<file path="config.mk">
export PLATFORM = sky130hd
export DESIGN_NAME = hbec_bridge_err_ctrl
export DESIGN_NICKNAME = d
export VERILOG_FILES = /design/src/core/hbec_pkg.sv /design/src/core/hbec_cfg_addr.sv /design/src/core/hbec_sticky_flags.sv /design/src/core/hbec_bridge_err_ctrl.sv
export SDC_FILE = /design/constraint.sdc
export NUM_CORES = 1
export LEC_CHECK = 0
export BUFFER_PORTS_ARGS = -buffer_cell sky130_fd_sc_hd__buf_4
export CORE_UTILIZATION = 45
export DETAILED_ROUTE_END_ITERATION = 12
export PLACE_DENSITY = 0.71
export SETUP_SLACK_MARGIN = 0.05
export SLEW_MARGIN = 30
export SYNTH_ARGS = -nofsm -noshare
export SYNTH_HDL_FRONTEND = slang
export SYNTH_SLANG_ARGS = --single-unit
</file>
<file path="constraint.sdc">
create_clock -name i_sys_clk -period 3.4 [get_ports i_sys_clk]
set_input_delay 0.34 -clock i_sys_clk [delete_from_list [all_inputs] [get_ports i_sys_clk]]
set_output_delay 0.34 -clock i_sys_clk [all_outputs]
set_load 0.005 [all_outputs]
</file>
<file path="src/core/hbec_pkg.sv">
// Package: constants, field positions and carrier types of the bridge error-control bank
package hbec_pkg;

  // ----------------------------------------------------------------
  // Configuration access ports and register offsets
  // ----------------------------------------------------------------
  localparam logic [15:0] HBEC_CFG_ADDR_PORT   = 16'h0cf8;
  localparam logic [15:0] HBEC_CFG_DATA_PORT   = 16'h0cfc;
  localparam logic [7:0]  HBEC_OFS_HEADER_TYPE = 8'h0e;
  localparam logic [7:0]  HBEC_OFS_CTRL        = 8'h50;
  localparam logic [7:0]  HBEC_OFS_STATUS      = 8'h54;
  localparam logic [7:0]  HBEC_DWORD_MASK      = 8'hfc;

  // ----------------------------------------------------------------
  // Configuration address word fields
  // ----------------------------------------------------------------
  localparam int          HBEC_CA_ENABLE_BIT = 31;
  localparam int          HBEC_CA_BUS_LSB    = 16;
  localparam int          HBEC_CA_DEV_LSB    = 11;
  localparam int          HBEC_CA_FUNC_LSB   = 8;
  localparam logic [31:0] HBEC_CA_WR_MASK    = 32'h80fffffc;
  localparam logic [31:0] HBEC_CA_RESET      = 32'h00000000;

  // ----------------------------------------------------------------
  // Register values after reset and field positions
  // ----------------------------------------------------------------
  localparam logic [7:0]  HBEC_HEADER_TYPE_VAL = 8'h00;
  localparam int          HBEC_HEADER_LSB      = 16;
  localparam logic [31:0] HBEC_CTRL_RESET      = 32'h00000000;
  localparam logic [31:0] HBEC_CTRL_WR_MASK    = 32'h0070001f;
  localparam logic [4:0]  HBEC_STATUS_RESET    = 5'h00;
  localparam int          HBEC_STATUS_WIDTH    = 5;
  localparam logic [31:0] HBEC_UNMAPPED_READ   = 32'hffffffff;

  localparam int HBEC_CTRL_LEGACY_COMPAT  = 22;
  localparam int HBEC_CTRL_READ_PREFETCH  = 21;
  localparam int HBEC_CTRL_WRITE_POSTING  = 20;
  localparam int HBEC_CTRL_PERR_RD_DATA   = 4;
  localparam int HBEC_CTRL_PERR_WR_DATA   = 3;
  localparam int HBEC_CTRL_PERR_ADDR      = 2;
  localparam int HBEC_CTRL_SERR_PARITY    = 1;
  localparam int HBEC_CTRL_SERR_TGT_ABORT = 0;

  localparam int HBEC_ST_RD_DATA_PARITY = 4;
  localparam int HBEC_ST_WR_DATA_PARITY = 3;
  localparam int HBEC_ST_ADDR_PARITY    = 2;
  localparam int HBEC_ST_PARITY_SYSERR  = 1;
  localparam int HBEC_ST_TGT_ABORT_SERR = 0;

  // ----------------------------------------------------------------
  // Carrier types
  // ----------------------------------------------------------------
  typedef struct packed {
    logic        wr;
    logic        rd;
    logic [15:0] addr;
    logic [3:0]  be;
    logic [31:0] wdata;
  } hbec_io_req_type;

  typedef struct packed {
    logic        valid;
    logic [31:0] rdata;
  } hbec_io_rsp_type;

  typedef struct packed {
    logic rd_data_parity;
    logic wr_data_parity;
    logic addr_parity;
    logic target_abort;
  } hbec_pci_evt_type;

  typedef struct packed {
    logic valid;
    logic is_write;
    logic qword_aligned;
    logic to_sysmem;
  } hbec_burst_req_type;

  typedef struct packed {
    logic prefetch;
    logic post;
    logic wait_complete;
    logic disconnect;
  } hbec_burst_dec_type;

  typedef enum logic [1:0] {
    HBEC_IO_IDLE = 2'b00,
    HBEC_IO_RESP = 2'b01
  } hbec_io_state_type;

  // Byte enables widened to a bit mask
  function automatic logic [31:0] hbec_be_mask(input logic [3:0] be);
    return {{8{be[3]}}, {8{be[2]}}, {8{be[1]}}, {8{be[0]}}};
  endfunction : hbec_be_mask

endpackage : hbec_pkg

</file>
<file path="src/core/hbec_cfg_addr.sv">
// Configuration address latch and target decode
`timescale 1ns/1ps
`default_nettype none
module hbec_cfg_addr #(
  parameter logic [4:0] DEVICE_NUM = 5'h00
) (
  // Clock and reset
  input  wire logic               i_sys_clk,
  input  wire logic               i_reset,
  // Write of the address port
  input  wire logic               i_addr_wr,
  input  wire logic [3:0]         i_be,
  input  wire logic [31:0]        i_wdata,
  // Decode
  output logic      [31:0]        o_cfg_addr_q,
  output logic                    o_hit,
  output logic      [7:0]         o_reg_ofs
);
  import hbec_pkg::*;

  typedef struct packed {
    logic [31:0] addr;
  } hbec_ca_state_type;

  hbec_ca_state_type state_q;
  hbec_ca_state_type state_d;

  always_comb begin
    logic [31:0] wmask;
    wmask   = hbec_be_mask(i_be) & HBEC_CA_WR_MASK;
    state_d = state_q;
    if (i_addr_wr) begin
      state_d.addr = (state_q.addr & ~wmask) | (i_wdata & wmask);
    end
  end

  always_ff @(posedge i_sys_clk) begin
    if (i_reset) begin
      state_q.addr <= HBEC_CA_RESET;
    end else begin
      state_q <= state_d;
    end
  end

  assign o_cfg_addr_q = state_q.addr;
  assign o_hit        = state_q.addr[HBEC_CA_ENABLE_BIT]
                      && (state_q.addr[HBEC_CA_BUS_LSB +: 8] == 8'h00)
                      && (state_q.addr[HBEC_CA_DEV_LSB +: 5] == DEVICE_NUM)
                      && (state_q.addr[HBEC_CA_FUNC_LSB +: 3] == 3'h0);
  assign o_reg_ofs    = state_q.addr[7:0] & HBEC_DWORD_MASK;

endmodule : hbec_cfg_addr
`default_nettype wire

</file>
<file path="src/core/hbec_sticky_flags.sv">
// Sticky write-one-to-clear flag bank
`timescale 1ns/1ps
`default_nettype none
module hbec_sticky_flags #(
  parameter int WIDTH = 5
) (
  // Clock and reset
  input  wire logic               i_sys_clk,
  input  wire logic               i_reset,
  // Events and clears
  input  wire logic [WIDTH-1:0]   i_set,
  input  wire logic [WIDTH-1:0]   i_clear,
  // Flags
  output logic      [WIDTH-1:0]   o_flags_q
);
  import hbec_pkg::*;

  typedef struct packed {
    logic [WIDTH-1:0] flags;
  } hbec_fl_state_type;

  hbec_fl_state_type state_q;
  hbec_fl_state_type state_d;

  always_comb begin
    // Set wins over a coincident clear
    state_d.flags = (state_q.flags & ~i_clear) | i_set;
  end

  always_ff @(posedge i_sys_clk) begin
    if (i_reset) begin
      state_q.flags <= WIDTH'(HBEC_STATUS_RESET);
    end else begin
      state_q <= state_d;
    end
  end

  assign o_flags_q = state_q.flags;

endmodule : hbec_sticky_flags
`default_nettype wire

</file>
<file path="src/core/hbec_bridge_err_ctrl.sv">
// Host bridge control and PCI error reporting configuration registers
`timescale 1ns/1ps
`default_nettype none
module hbec_bridge_err_ctrl #(
  parameter logic [4:0] DEVICE_NUM = 5'h00
) (
  // Clock and reset
  input  wire logic                        i_sys_clk,
  input  wire logic                        i_reset,
  // Host I/O port access
  input  wire hbec_pkg::hbec_io_req_type   i_io_req,
  output var  hbec_pkg::hbec_io_rsp_type   o_io_rsp,
  // PCI error events
  input  wire hbec_pkg::hbec_pci_evt_type  i_pci_evt,
  // PCI error pins
  output logic                             o_perr_n,
  output logic                             o_perr_oe,
  output logic                             o_serr_n,
  output logic                             o_serr_oe,
  // Bridge mode levels
  output logic                             o_legacy_compat,
  output logic                             o_read_prefetch_en,
  output logic                             o_write_posting_en,
  // Burst handling from PCI masters
  input  wire hbec_pkg::hbec_burst_req_type i_burst_req,
  output var  hbec_pkg::hbec_burst_dec_type o_burst_dec
);
  import hbec_pkg::*;

  // ----------------------------------------------------------------
  // Parameter check
  // ----------------------------------------------------------------
  if (DEVICE_NUM > 5'h1f) begin : g_bad_dev
    $error("Device number out of range");
  end
  if ((HBEC_STATUS_WIDTH < 1) || (HBEC_STATUS_WIDTH > 32)) begin : g_bad_status_width
    $error("Status width outside the register");
  end
  if (HBEC_ST_RD_DATA_PARITY >= HBEC_STATUS_WIDTH) begin : g_bad_status_pos
    $error("Status flag outside the flag bank");
  end
  if (HBEC_HEADER_LSB + 8 > 32) begin : g_bad_header_pos
    $error("Header type byte outside the dword");
  end
  if (HBEC_CTRL_LEGACY_COMPAT > 31) begin : g_bad_mode_pos
    $error("Mode bit outside the control register");
  end
  if (HBEC_CTRL_WR_MASK[31:23] != 9'h000) begin : g_bad_ctrl_mask
    $error("Reserved control bits made writable");
  end

  // ----------------------------------------------------------------
  // State
  // ----------------------------------------------------------------
  typedef struct packed {
    hbec_io_state_type  io_st;
    hbec_io_rsp_type    rsp;
    logic [31:0]        ctrl;
    logic               perr_n;
    logic               perr_oe;
    logic               serr_n;
    logic               serr_oe;
    logic               legacy;
    logic               prefetch_en;
    logic               posting_en;
    hbec_burst_dec_type dec;
  } hbec_top_state_type;

  hbec_top_state_type state_q;
  hbec_top_state_type state_d;

  // ----------------------------------------------------------------
  // Decode helpers
  // ----------------------------------------------------------------
  // Strobe aimed at one I/O port
  function automatic logic port_access(
    input logic        strobe,
    input logic [15:0] addr,
    input logic [15:0] port
  );
    return strobe && (addr == port);
  endfunction : port_access

  // Answer to a port read, last data kept otherwise
  function automatic hbec_io_rsp_type read_answer(
    input logic            rd_addr,
    input logic            rd_data,
    input logic [31:0]     addr_word,
    input logic [31:0]     reg_word,
    input hbec_io_rsp_type held
  );
    hbec_io_rsp_type rsp;
    rsp       = held;
    rsp.valid = rd_addr || rd_data;
    if (rd_addr) begin
      rsp.rdata = addr_word;
    end else if (rd_data) begin
      rsp.rdata = reg_word;
    end
    return rsp;
  endfunction : read_answer

  // Decision for one burst from a PCI master
  function automatic hbec_burst_dec_type burst_decide(
    input hbec_burst_req_type req,
    input logic [31:0]        ctrl
  );
    hbec_burst_dec_type dec;
    dec = '0;
    if (req.valid && req.to_sysmem) begin
      if (req.is_write) begin
        if (ctrl[HBEC_CTRL_WRITE_POSTING]) begin
          dec.post = 1'b1;
        end else begin
          dec.wait_complete = 1'b1;
          dec.disconnect    = 1'b1;
        end
      end else begin
        if (ctrl[HBEC_CTRL_READ_PREFETCH]) begin
          dec.prefetch = req.qword_aligned;
        end else begin
          dec.wait_complete = 1'b1;
          dec.disconnect    = 1'b1;
        end
      end
    end
    return dec;
  endfunction : burst_decide

  // ----------------------------------------------------------------
  // Configuration address decode
  // ----------------------------------------------------------------
  logic        addr_port_wr;
  logic        data_port_wr;
  logic        data_port_rd;
  logic        addr_port_rd;
  logic [31:0] cfg_addr;
  logic        cfg_hit;
  logic [7:0]  reg_ofs;

  assign addr_port_wr = port_access(i_io_req.wr, i_io_req.addr, HBEC_CFG_ADDR_PORT);
  assign addr_port_rd = port_access(i_io_req.rd, i_io_req.addr, HBEC_CFG_ADDR_PORT);
  assign data_port_wr = port_access(i_io_req.wr, i_io_req.addr, HBEC_CFG_DATA_PORT);
  assign data_port_rd = port_access(i_io_req.rd, i_io_req.addr, HBEC_CFG_DATA_PORT);

  hbec_cfg_addr #(
    .DEVICE_NUM   (DEVICE_NUM)
  ) u_cfg_addr (
    .i_sys_clk    (i_sys_clk),
    .i_reset      (i_reset),
    .i_addr_wr    (addr_port_wr),
    .i_be         (i_io_req.be),
    .i_wdata      (i_io_req.wdata),
    .o_cfg_addr_q (cfg_addr),
    .o_hit        (cfg_hit),
    .o_reg_ofs    (reg_ofs)
  );

  // ----------------------------------------------------------------
  // Register selects
  // ----------------------------------------------------------------
  logic ctrl_wr;
  logic status_wr;

  assign ctrl_wr   = data_port_wr && cfg_hit && (reg_ofs == HBEC_OFS_CTRL);
  assign status_wr = data_port_wr && cfg_hit && (reg_ofs == HBEC_OFS_STATUS);

  // ----------------------------------------------------------------
  // Error detection and signalling
  // ----------------------------------------------------------------
  logic                         perr_rd;
  logic                         perr_wr;
  logic                         perr_addr;
  logic                         perr_any;
  logic                         serr_parity;
  logic                         serr_abort;
  logic [HBEC_STATUS_WIDTH-1:0] flag_set;
  logic [HBEC_STATUS_WIDTH-1:0] flag_clear;
  logic [HBEC_STATUS_WIDTH-1:0] flags;

  assign perr_rd     = i_pci_evt.rd_data_parity
                     && state_q.ctrl[HBEC_CTRL_PERR_RD_DATA];
  assign perr_wr     = i_pci_evt.wr_data_parity
                     && state_q.ctrl[HBEC_CTRL_PERR_WR_DATA];
  assign perr_addr   = i_pci_evt.addr_parity
                     && state_q.ctrl[HBEC_CTRL_PERR_ADDR];
  assign perr_any    = perr_rd || perr_wr || perr_addr;
  assign serr_parity = perr_any && state_q.ctrl[HBEC_CTRL_SERR_PARITY];
  assign serr_abort  = i_pci_evt.target_abort
                     && state_q.ctrl[HBEC_CTRL_SERR_TGT_ABORT];

  always_comb begin
    flag_set = '0;
    flag_set[HBEC_ST_RD_DATA_PARITY] = i_pci_evt.rd_data_parity;
    flag_set[HBEC_ST_WR_DATA_PARITY] = i_pci_evt.wr_data_parity;
    flag_set[HBEC_ST_ADDR_PARITY]    = i_pci_evt.addr_parity;
    flag_set[HBEC_ST_PARITY_SYSERR]  = serr_parity;
    flag_set[HBEC_ST_TGT_ABORT_SERR] = serr_abort;
  end

  // Only ones written through enabled byte lanes clear a flag
  assign flag_clear = status_wr
                    ? HBEC_STATUS_WIDTH'(i_io_req.wdata & hbec_be_mask(i_io_req.be))
                    : '0;

  hbec_sticky_flags #(
    .WIDTH     (HBEC_STATUS_WIDTH)
  ) u_flags (
    .i_sys_clk (i_sys_clk),
    .i_reset   (i_reset),
    .i_set     (flag_set),
    .i_clear   (flag_clear),
    .o_flags_q (flags)
  );

  // ----------------------------------------------------------------
  // Read data mux
  // ----------------------------------------------------------------
  logic [31:0] cfg_rdata;

  always_comb begin
    cfg_rdata = 32'h00000000;
    if (!cfg_hit) begin
      cfg_rdata = HBEC_UNMAPPED_READ;
    end else begin
      unique case (reg_ofs)
        (HBEC_OFS_HEADER_TYPE & HBEC_DWORD_MASK): begin
          cfg_rdata[HBEC_HEADER_LSB +: 8] = HBEC_HEADER_TYPE_VAL;
        end
        HBEC_OFS_CTRL: begin
          cfg_rdata = state_q.ctrl & HBEC_CTRL_WR_MASK;
        end
        HBEC_OFS_STATUS: begin
          cfg_rdata = {{(32 - HBEC_STATUS_WIDTH){1'b0}}, flags};
        end
        default: begin
          cfg_rdata = 32'h00000000;
        end
      endcase
    end
  end

  // ----------------------------------------------------------------
  // Next state
  // ----------------------------------------------------------------
  always_comb begin
    logic [31:0] wmask;
    wmask   = hbec_be_mask(i_io_req.be) & HBEC_CTRL_WR_MASK;
    state_d = state_q;

    // Control register, writable bits only
    if (ctrl_wr) begin
      state_d.ctrl = (state_q.ctrl & ~wmask) | (i_io_req.wdata & wmask);
    end

    // Read response one cycle after the request
    state_d.rsp.valid = 1'b0;
    unique case (state_q.io_st)
      HBEC_IO_IDLE: begin
        state_d.rsp = read_answer(addr_port_rd, data_port_rd, cfg_addr, cfg_rdata, state_q.rsp);
        if (state_d.rsp.valid) begin
          state_d.io_st = HBEC_IO_RESP;
        end
      end
      HBEC_IO_RESP: begin
        state_d.rsp = read_answer(addr_port_rd, data_port_rd, cfg_addr, cfg_rdata, state_q.rsp);
        if (!state_d.rsp.valid) begin
          state_d.io_st = HBEC_IO_IDLE;
        end
      end
      default: begin
        state_d.io_st = HBEC_IO_IDLE;
      end
    endcase

    // PERR# low one cycle, then driven high one cycle before release
    state_d.perr_n  = !perr_any;
    state_d.perr_oe = perr_any || !state_q.perr_n;

    // SERR# is open drain: enabled only while low
    state_d.serr_n  = !(serr_parity || serr_abort);
    state_d.serr_oe = serr_parity || serr_abort;

    // Mode levels
    state_d.legacy      = state_q.ctrl[HBEC_CTRL_LEGACY_COMPAT];
    state_d.prefetch_en = state_q.ctrl[HBEC_CTRL_READ_PREFETCH];
    state_d.posting_en  = state_q.ctrl[HBEC_CTRL_WRITE_POSTING];

    // Burst decisions for PCI masters into system memory
    state_d.dec = burst_decide(i_burst_req, state_q.ctrl);
  end

  // ----------------------------------------------------------------
  // State register
  // ----------------------------------------------------------------
  always_ff @(posedge i_sys_clk) begin
    if (i_reset) begin
      state_q.io_st       <= HBEC_IO_IDLE;
      state_q.rsp         <= '0;
      state_q.ctrl        <= HBEC_CTRL_RESET;
      state_q.perr_n      <= 1'b1;
      state_q.perr_oe     <= 1'b0;
      state_q.serr_n      <= 1'b1;
      state_q.serr_oe     <= 1'b0;
      state_q.legacy      <= HBEC_CTRL_RESET[HBEC_CTRL_LEGACY_COMPAT];
      state_q.prefetch_en <= HBEC_CTRL_RESET[HBEC_CTRL_READ_PREFETCH];
      state_q.posting_en  <= HBEC_CTRL_RESET[HBEC_CTRL_WRITE_POSTING];
      state_q.dec         <= '0;
    end else begin
      state_q <= state_d;
    end
  end

  // ----------------------------------------------------------------
  // Outputs
  // ----------------------------------------------------------------
  assign o_io_rsp           = state_q.rsp;
  assign o_perr_n           = state_q.perr_n;
  assign o_perr_oe          = state_q.perr_oe;
  assign o_serr_n           = state_q.serr_n;
  assign o_serr_oe          = state_q.serr_oe;
  assign o_legacy_compat    = state_q.legacy;
  assign o_read_prefetch_en = state_q.prefetch_en;
  assign o_write_posting_en = state_q.posting_en;
  assign o_burst_dec        = state_q.dec;

endmodule : hbec_bridge_err_ctrl
`default_nettype wire

</file>
# [After elaboration in Yosys (flattened, before gate mapping)]
# Index checks and enable logic that the tools add are counted.
[totals] regBits=115 in_bits=64 output_inout_bits=44 elab_cells=89
[op_classes] n_eq_ne=7 mux=13 bitwise_logic=16 reduce_logical=36
[ops] op="$and A32 B32 Y32" count=3
[ops] op="$mux W32" count=3
[ops] op="$or A32 B32 Y32" count=2
[ops] op="$and A32 B23 Y32" count=1
[ops] op="$eq A16 B12 Y1 const B" count=2
[ops] op="$not A23 Y32" count=1
[ops] op="$not A32 Y32" count=1
[ops] op="$logic_and A1 B1 Y1" count=16
[ops] op="$eq A6 B5 Y1 const B" count=2
[ops] op="$and A5 B5 Y5" count=2
[ops] op="$mux W2" count=5
[ops] op="$pmux W5 S2" count=1
[ops] op="$logic_not A8 Y1" count=1
[ops] op="$mux W7" count=1
[ops] op="$reduce_or A2 Y1" count=3
[ops] op="$logic_not A5 Y1" count=1
[ops] op="$logic_or A1 B1 Y1" count=5
[ops] op="$mux W5" count=1
[ops] op="$not A5 Y5" count=1
[ops] op="$or A5 B5 Y5" count=1
[ops] op="$ne A2 B2 Y1 const B" count=2
[ops] op="$not A1 Y1" count=4
[ops] op="$pmux W2 S2" count=1
[ops] op="$reduce_and A2 Y1" count=2
[ops] op="8 further kinds" count=10

# [Logic depth before layout (Yosys ltp)]
[logic_depth] word_depth=10 ltp_mapped=7 depth_no_buf=4

# [Cells and area by module]
# From an unflattened synthesis, not the netlist that was laid out.
[hier_totals] cells_unflattened=446 area_unflattened_um2=3828.7
[by_module_without_submodules] module="hbec_bridge_err_ctrl" instances=1 cells_each=299 area_each_um2=2622.5 seq_area_each_um2=1021.0
[by_module_without_submodules] module="hbec_cfg_addr" instances=1 cells_each=127 area_each_um2=1031.0 seq_area_each_um2=460.4
[by_module_without_submodules] module="hbec_sticky_flags" instances=1 cells_each=20 area_each_um2=175.2 seq_area_each_um2=100.1

# [Least setup slack after synthesis]
# No wires, ideal clock.
[synth_path] path_type="register to register" startpoint="reg (tool-made name)" endpoint="reg (tool-made name)" setup_time_ns=0.072 t_arrival_ns=2.053 required_time_ns=3.328 path_slack_ns=1.275 stages_incl_launch_ff=6 path_buffers=1 synth_period_minus_slack_ns=2.125 cell_sequence="dfxtp_1 -> or4_4 -> or4b_1 -> buf_6 -> nor4_4 -> mux2i_1"

==> results.ini <==
[timing]
slew_headroom_pct=42.04
finalCritPeriodShare_pct=73.40
fmax_mhz=400.7
rsz0062_at_grt=false
setup_viol=0
finalSetupTns_ns=0
worst_slew_pin_slew_ns=0.8668
post-route-min-period_ns=2.495
hold_viol=0
slew_violations=0
fin_skew_ns=0.01156

[global_route]
grt_start_max_net_pins=81
globalRouteTotalUtil_pct=21.93
grt_first_pass_wirelength_mm=14.79
overflow=0
grt_pass1_vias=2969
grtUsageMet1_pct=30.72
gr-usage-met2_pct=33.08
antenna_found_initial=0
grtUsageMet3_pct=3.897
busiest_layer=met2

[die]
die-width_um=91.91
core_area_mm2=0.007767
io_pins=108
num_rows=32
die_area_mm2=0.008447
dieHeight_um=91.91
start_util_pct=46.83

[placed_design]
gp_congestion=0.7743
post-place-cells=546
port_buffers=100
dp_hpwl_mm=6.237

[route]
vias=3193
routed_wl_mm=8.859
wl_per_cell_um=15.79
viasPerCell=5.692
drt_iter0_markers=217
drtAntennaViolNets=0
route.detailed.drc=0
drt_first_pass_iters=5

[clock_tree]
h-tree-depth=3
clkTransAtPathRegs_ns=0.08
tritoncts_num_sinks=73
ctsResizeCount=0
cts_setup_buffers=0
cts_root_buf=clkbuf_8
cts_made_buffers=9
clock_latency_ns=0.35
ctsLongestPathBuffers=2
cts_tree=yes
hold_buffers=0

[synth]
ys_warn_count=0
syn_inst=410
synth-async-reset-ratio_pct=0
ys.flop_type=dfxtp_1
synth_nets=474
synth_area_leaders=dfxtp_1 (40%), buf_4 (7.6%), nand3b_1 (4.7%)
avgSynthCellArea_um2=8.871
ys_ff_latch=73
synth_edf_count=0
ys_top_cells_by_count=dfxtp_1 (73), buf_4 (37), nand4_1 (26), clkbuf_1 (25), a21oi_1 (24)
yosysMostFrequentCell=dfxtp_1
yosysTopAreaCell=dfxtp_1
netlist-cell-type-count=47
syn_area_mm2=0.003637
ys_seq_area_share_pct=40.18
synth_top_area_share_pct=40.18

[finish]
final_cells=561
drive_above_1_share_pct=28.54
area_delta_synth_final_pct=19.06
fillers=742
diodes=0
fin_nets=519

[job]
maxCapViolCount=0

[worst_setup_path]
end_kind=register
slowest_delay_ns=0.70
worstPathMaxFanout=16
path_cells=or4_4 -> or4b_1 -> buf_4 -> nor4_4 -> mux2i_1
worst_ep_arrival_time_ns=2.77
startpoint_type=register
critPathRequiredTime_ns=3.68
slowest_stage=or4b_1
path_class=register to register

[pwr]
vdd_drop_max_uv=176.7
p_leak_nw=1.711
power_density_mw_per_mm2=385.5

[outcome]
status=completed

[worst_hold_path]
hp-class=input pin to register

-- final timing paths --
path                                           from                         endpoint  slack [ns]  depth (start not counted)
worst min-delay path                    i_io_req[0]  u_flags.o_flags_q[0]$_SDFF_PP0_        0.17                          2
worst max register to register             register                         register        0.90                          5
worst min register to register  o_perr_n$_SDFF_PP1_             o_perr_oe$_SDFF_PP0_        0.45                          1
worst max-delay path                       register                         register        0.90                          5
-- cell families (layout without fill, tap and decap cells) --
family | after synthesis | after routing | share of synthesized area (%)
flops | 73 | 73 | 40.18
compound gates | 102 | 102 | 17.51
simple gates | 134 | 134 | 24.91
buf+inv | 85 | 134 | 12.83
mux | 16 | 16 | 4.575
-- worst max-delay path, delay by kind of cell, from the launching register on --
family	cells	cell delay, ns
multiplexers	1	0.21
buffers and inverters	1	0.30
flip-flops	1	0.33
AND/OR/NAND/NOR	3	1.58
-- report_power, final --
group	switching, mW	total [mW]	internal (mW)
Clock	0.312	0.685	0.373
Sequential	0.00153	0.859	0.857
Combinational	0.0613	0.126	0.0643
-- placed cells by master, fill, tap and decap left out, types with 4 or more instances in the layout --
master,synthesis,final
buf_4,37,104
dfxtp_1,73,73
nand4_1,26,26
a21oi_1,24,24
nand3b_1,23,23
nand2b_1,21,21
o31ai_1,19,19
o22ai_1,17,17
inv_1,14,14
o21ai_0,12,12
nor3_1,11,11
mux2i_1,11,11
clkbuf_8,0,11
o21ai_1,10,10
nand2_1,7,7
nor2_1,7,7
a2111oi_0,6,6
or3_1,5,5
mux2_2,5,5
a31oi_1,5,5
and4b_1,4,4
nor2b_1,4,4
or4_1,4,4
-- metal layers --
metal / part of all wire, % / up-vias
li1: - / 1578
met1: 46 / 1488
met3: 6.1 / 13
met5: 0 / -
met4: 1.8 / 0
met2: 46 / 114
-- through the flow --
stage	setup WS, ns	hold WS (ns)	total power [mW]	util, %	cell area, µm²
after floorplan	1.275	0.4166	0.9335	-	3637
after global placement	0.9610	0.4381	1.001	53.24	4135
after detailed placement	0.9035	0.4450	1.003	53.24	4135
after CTS	0.8955	0.1651	1.677	55.75	4330
after global routing	0.7981	0.1700	1.730	55.75	4330
final	0.9046	0.1681	1.669	55.75	4330
-- cell type report --
cell class | count | area (µm²) | share of cell area, %
clock buffers | 12 | 155.1 | 3.583
clock inverters | 3 | 40.04 | 0.9246
inverters | 15 | 56.30 | 1.300
flip-flops and latches | 73 | 1461 | 33.75
repair buffers | 104 | 780.7 | 18.03
multi-input cells | 252 | 1709 | 39.47
well taps | 102 | 127.6 | 2.947
No activity file was read; power rests on OpenSTA's default activity.
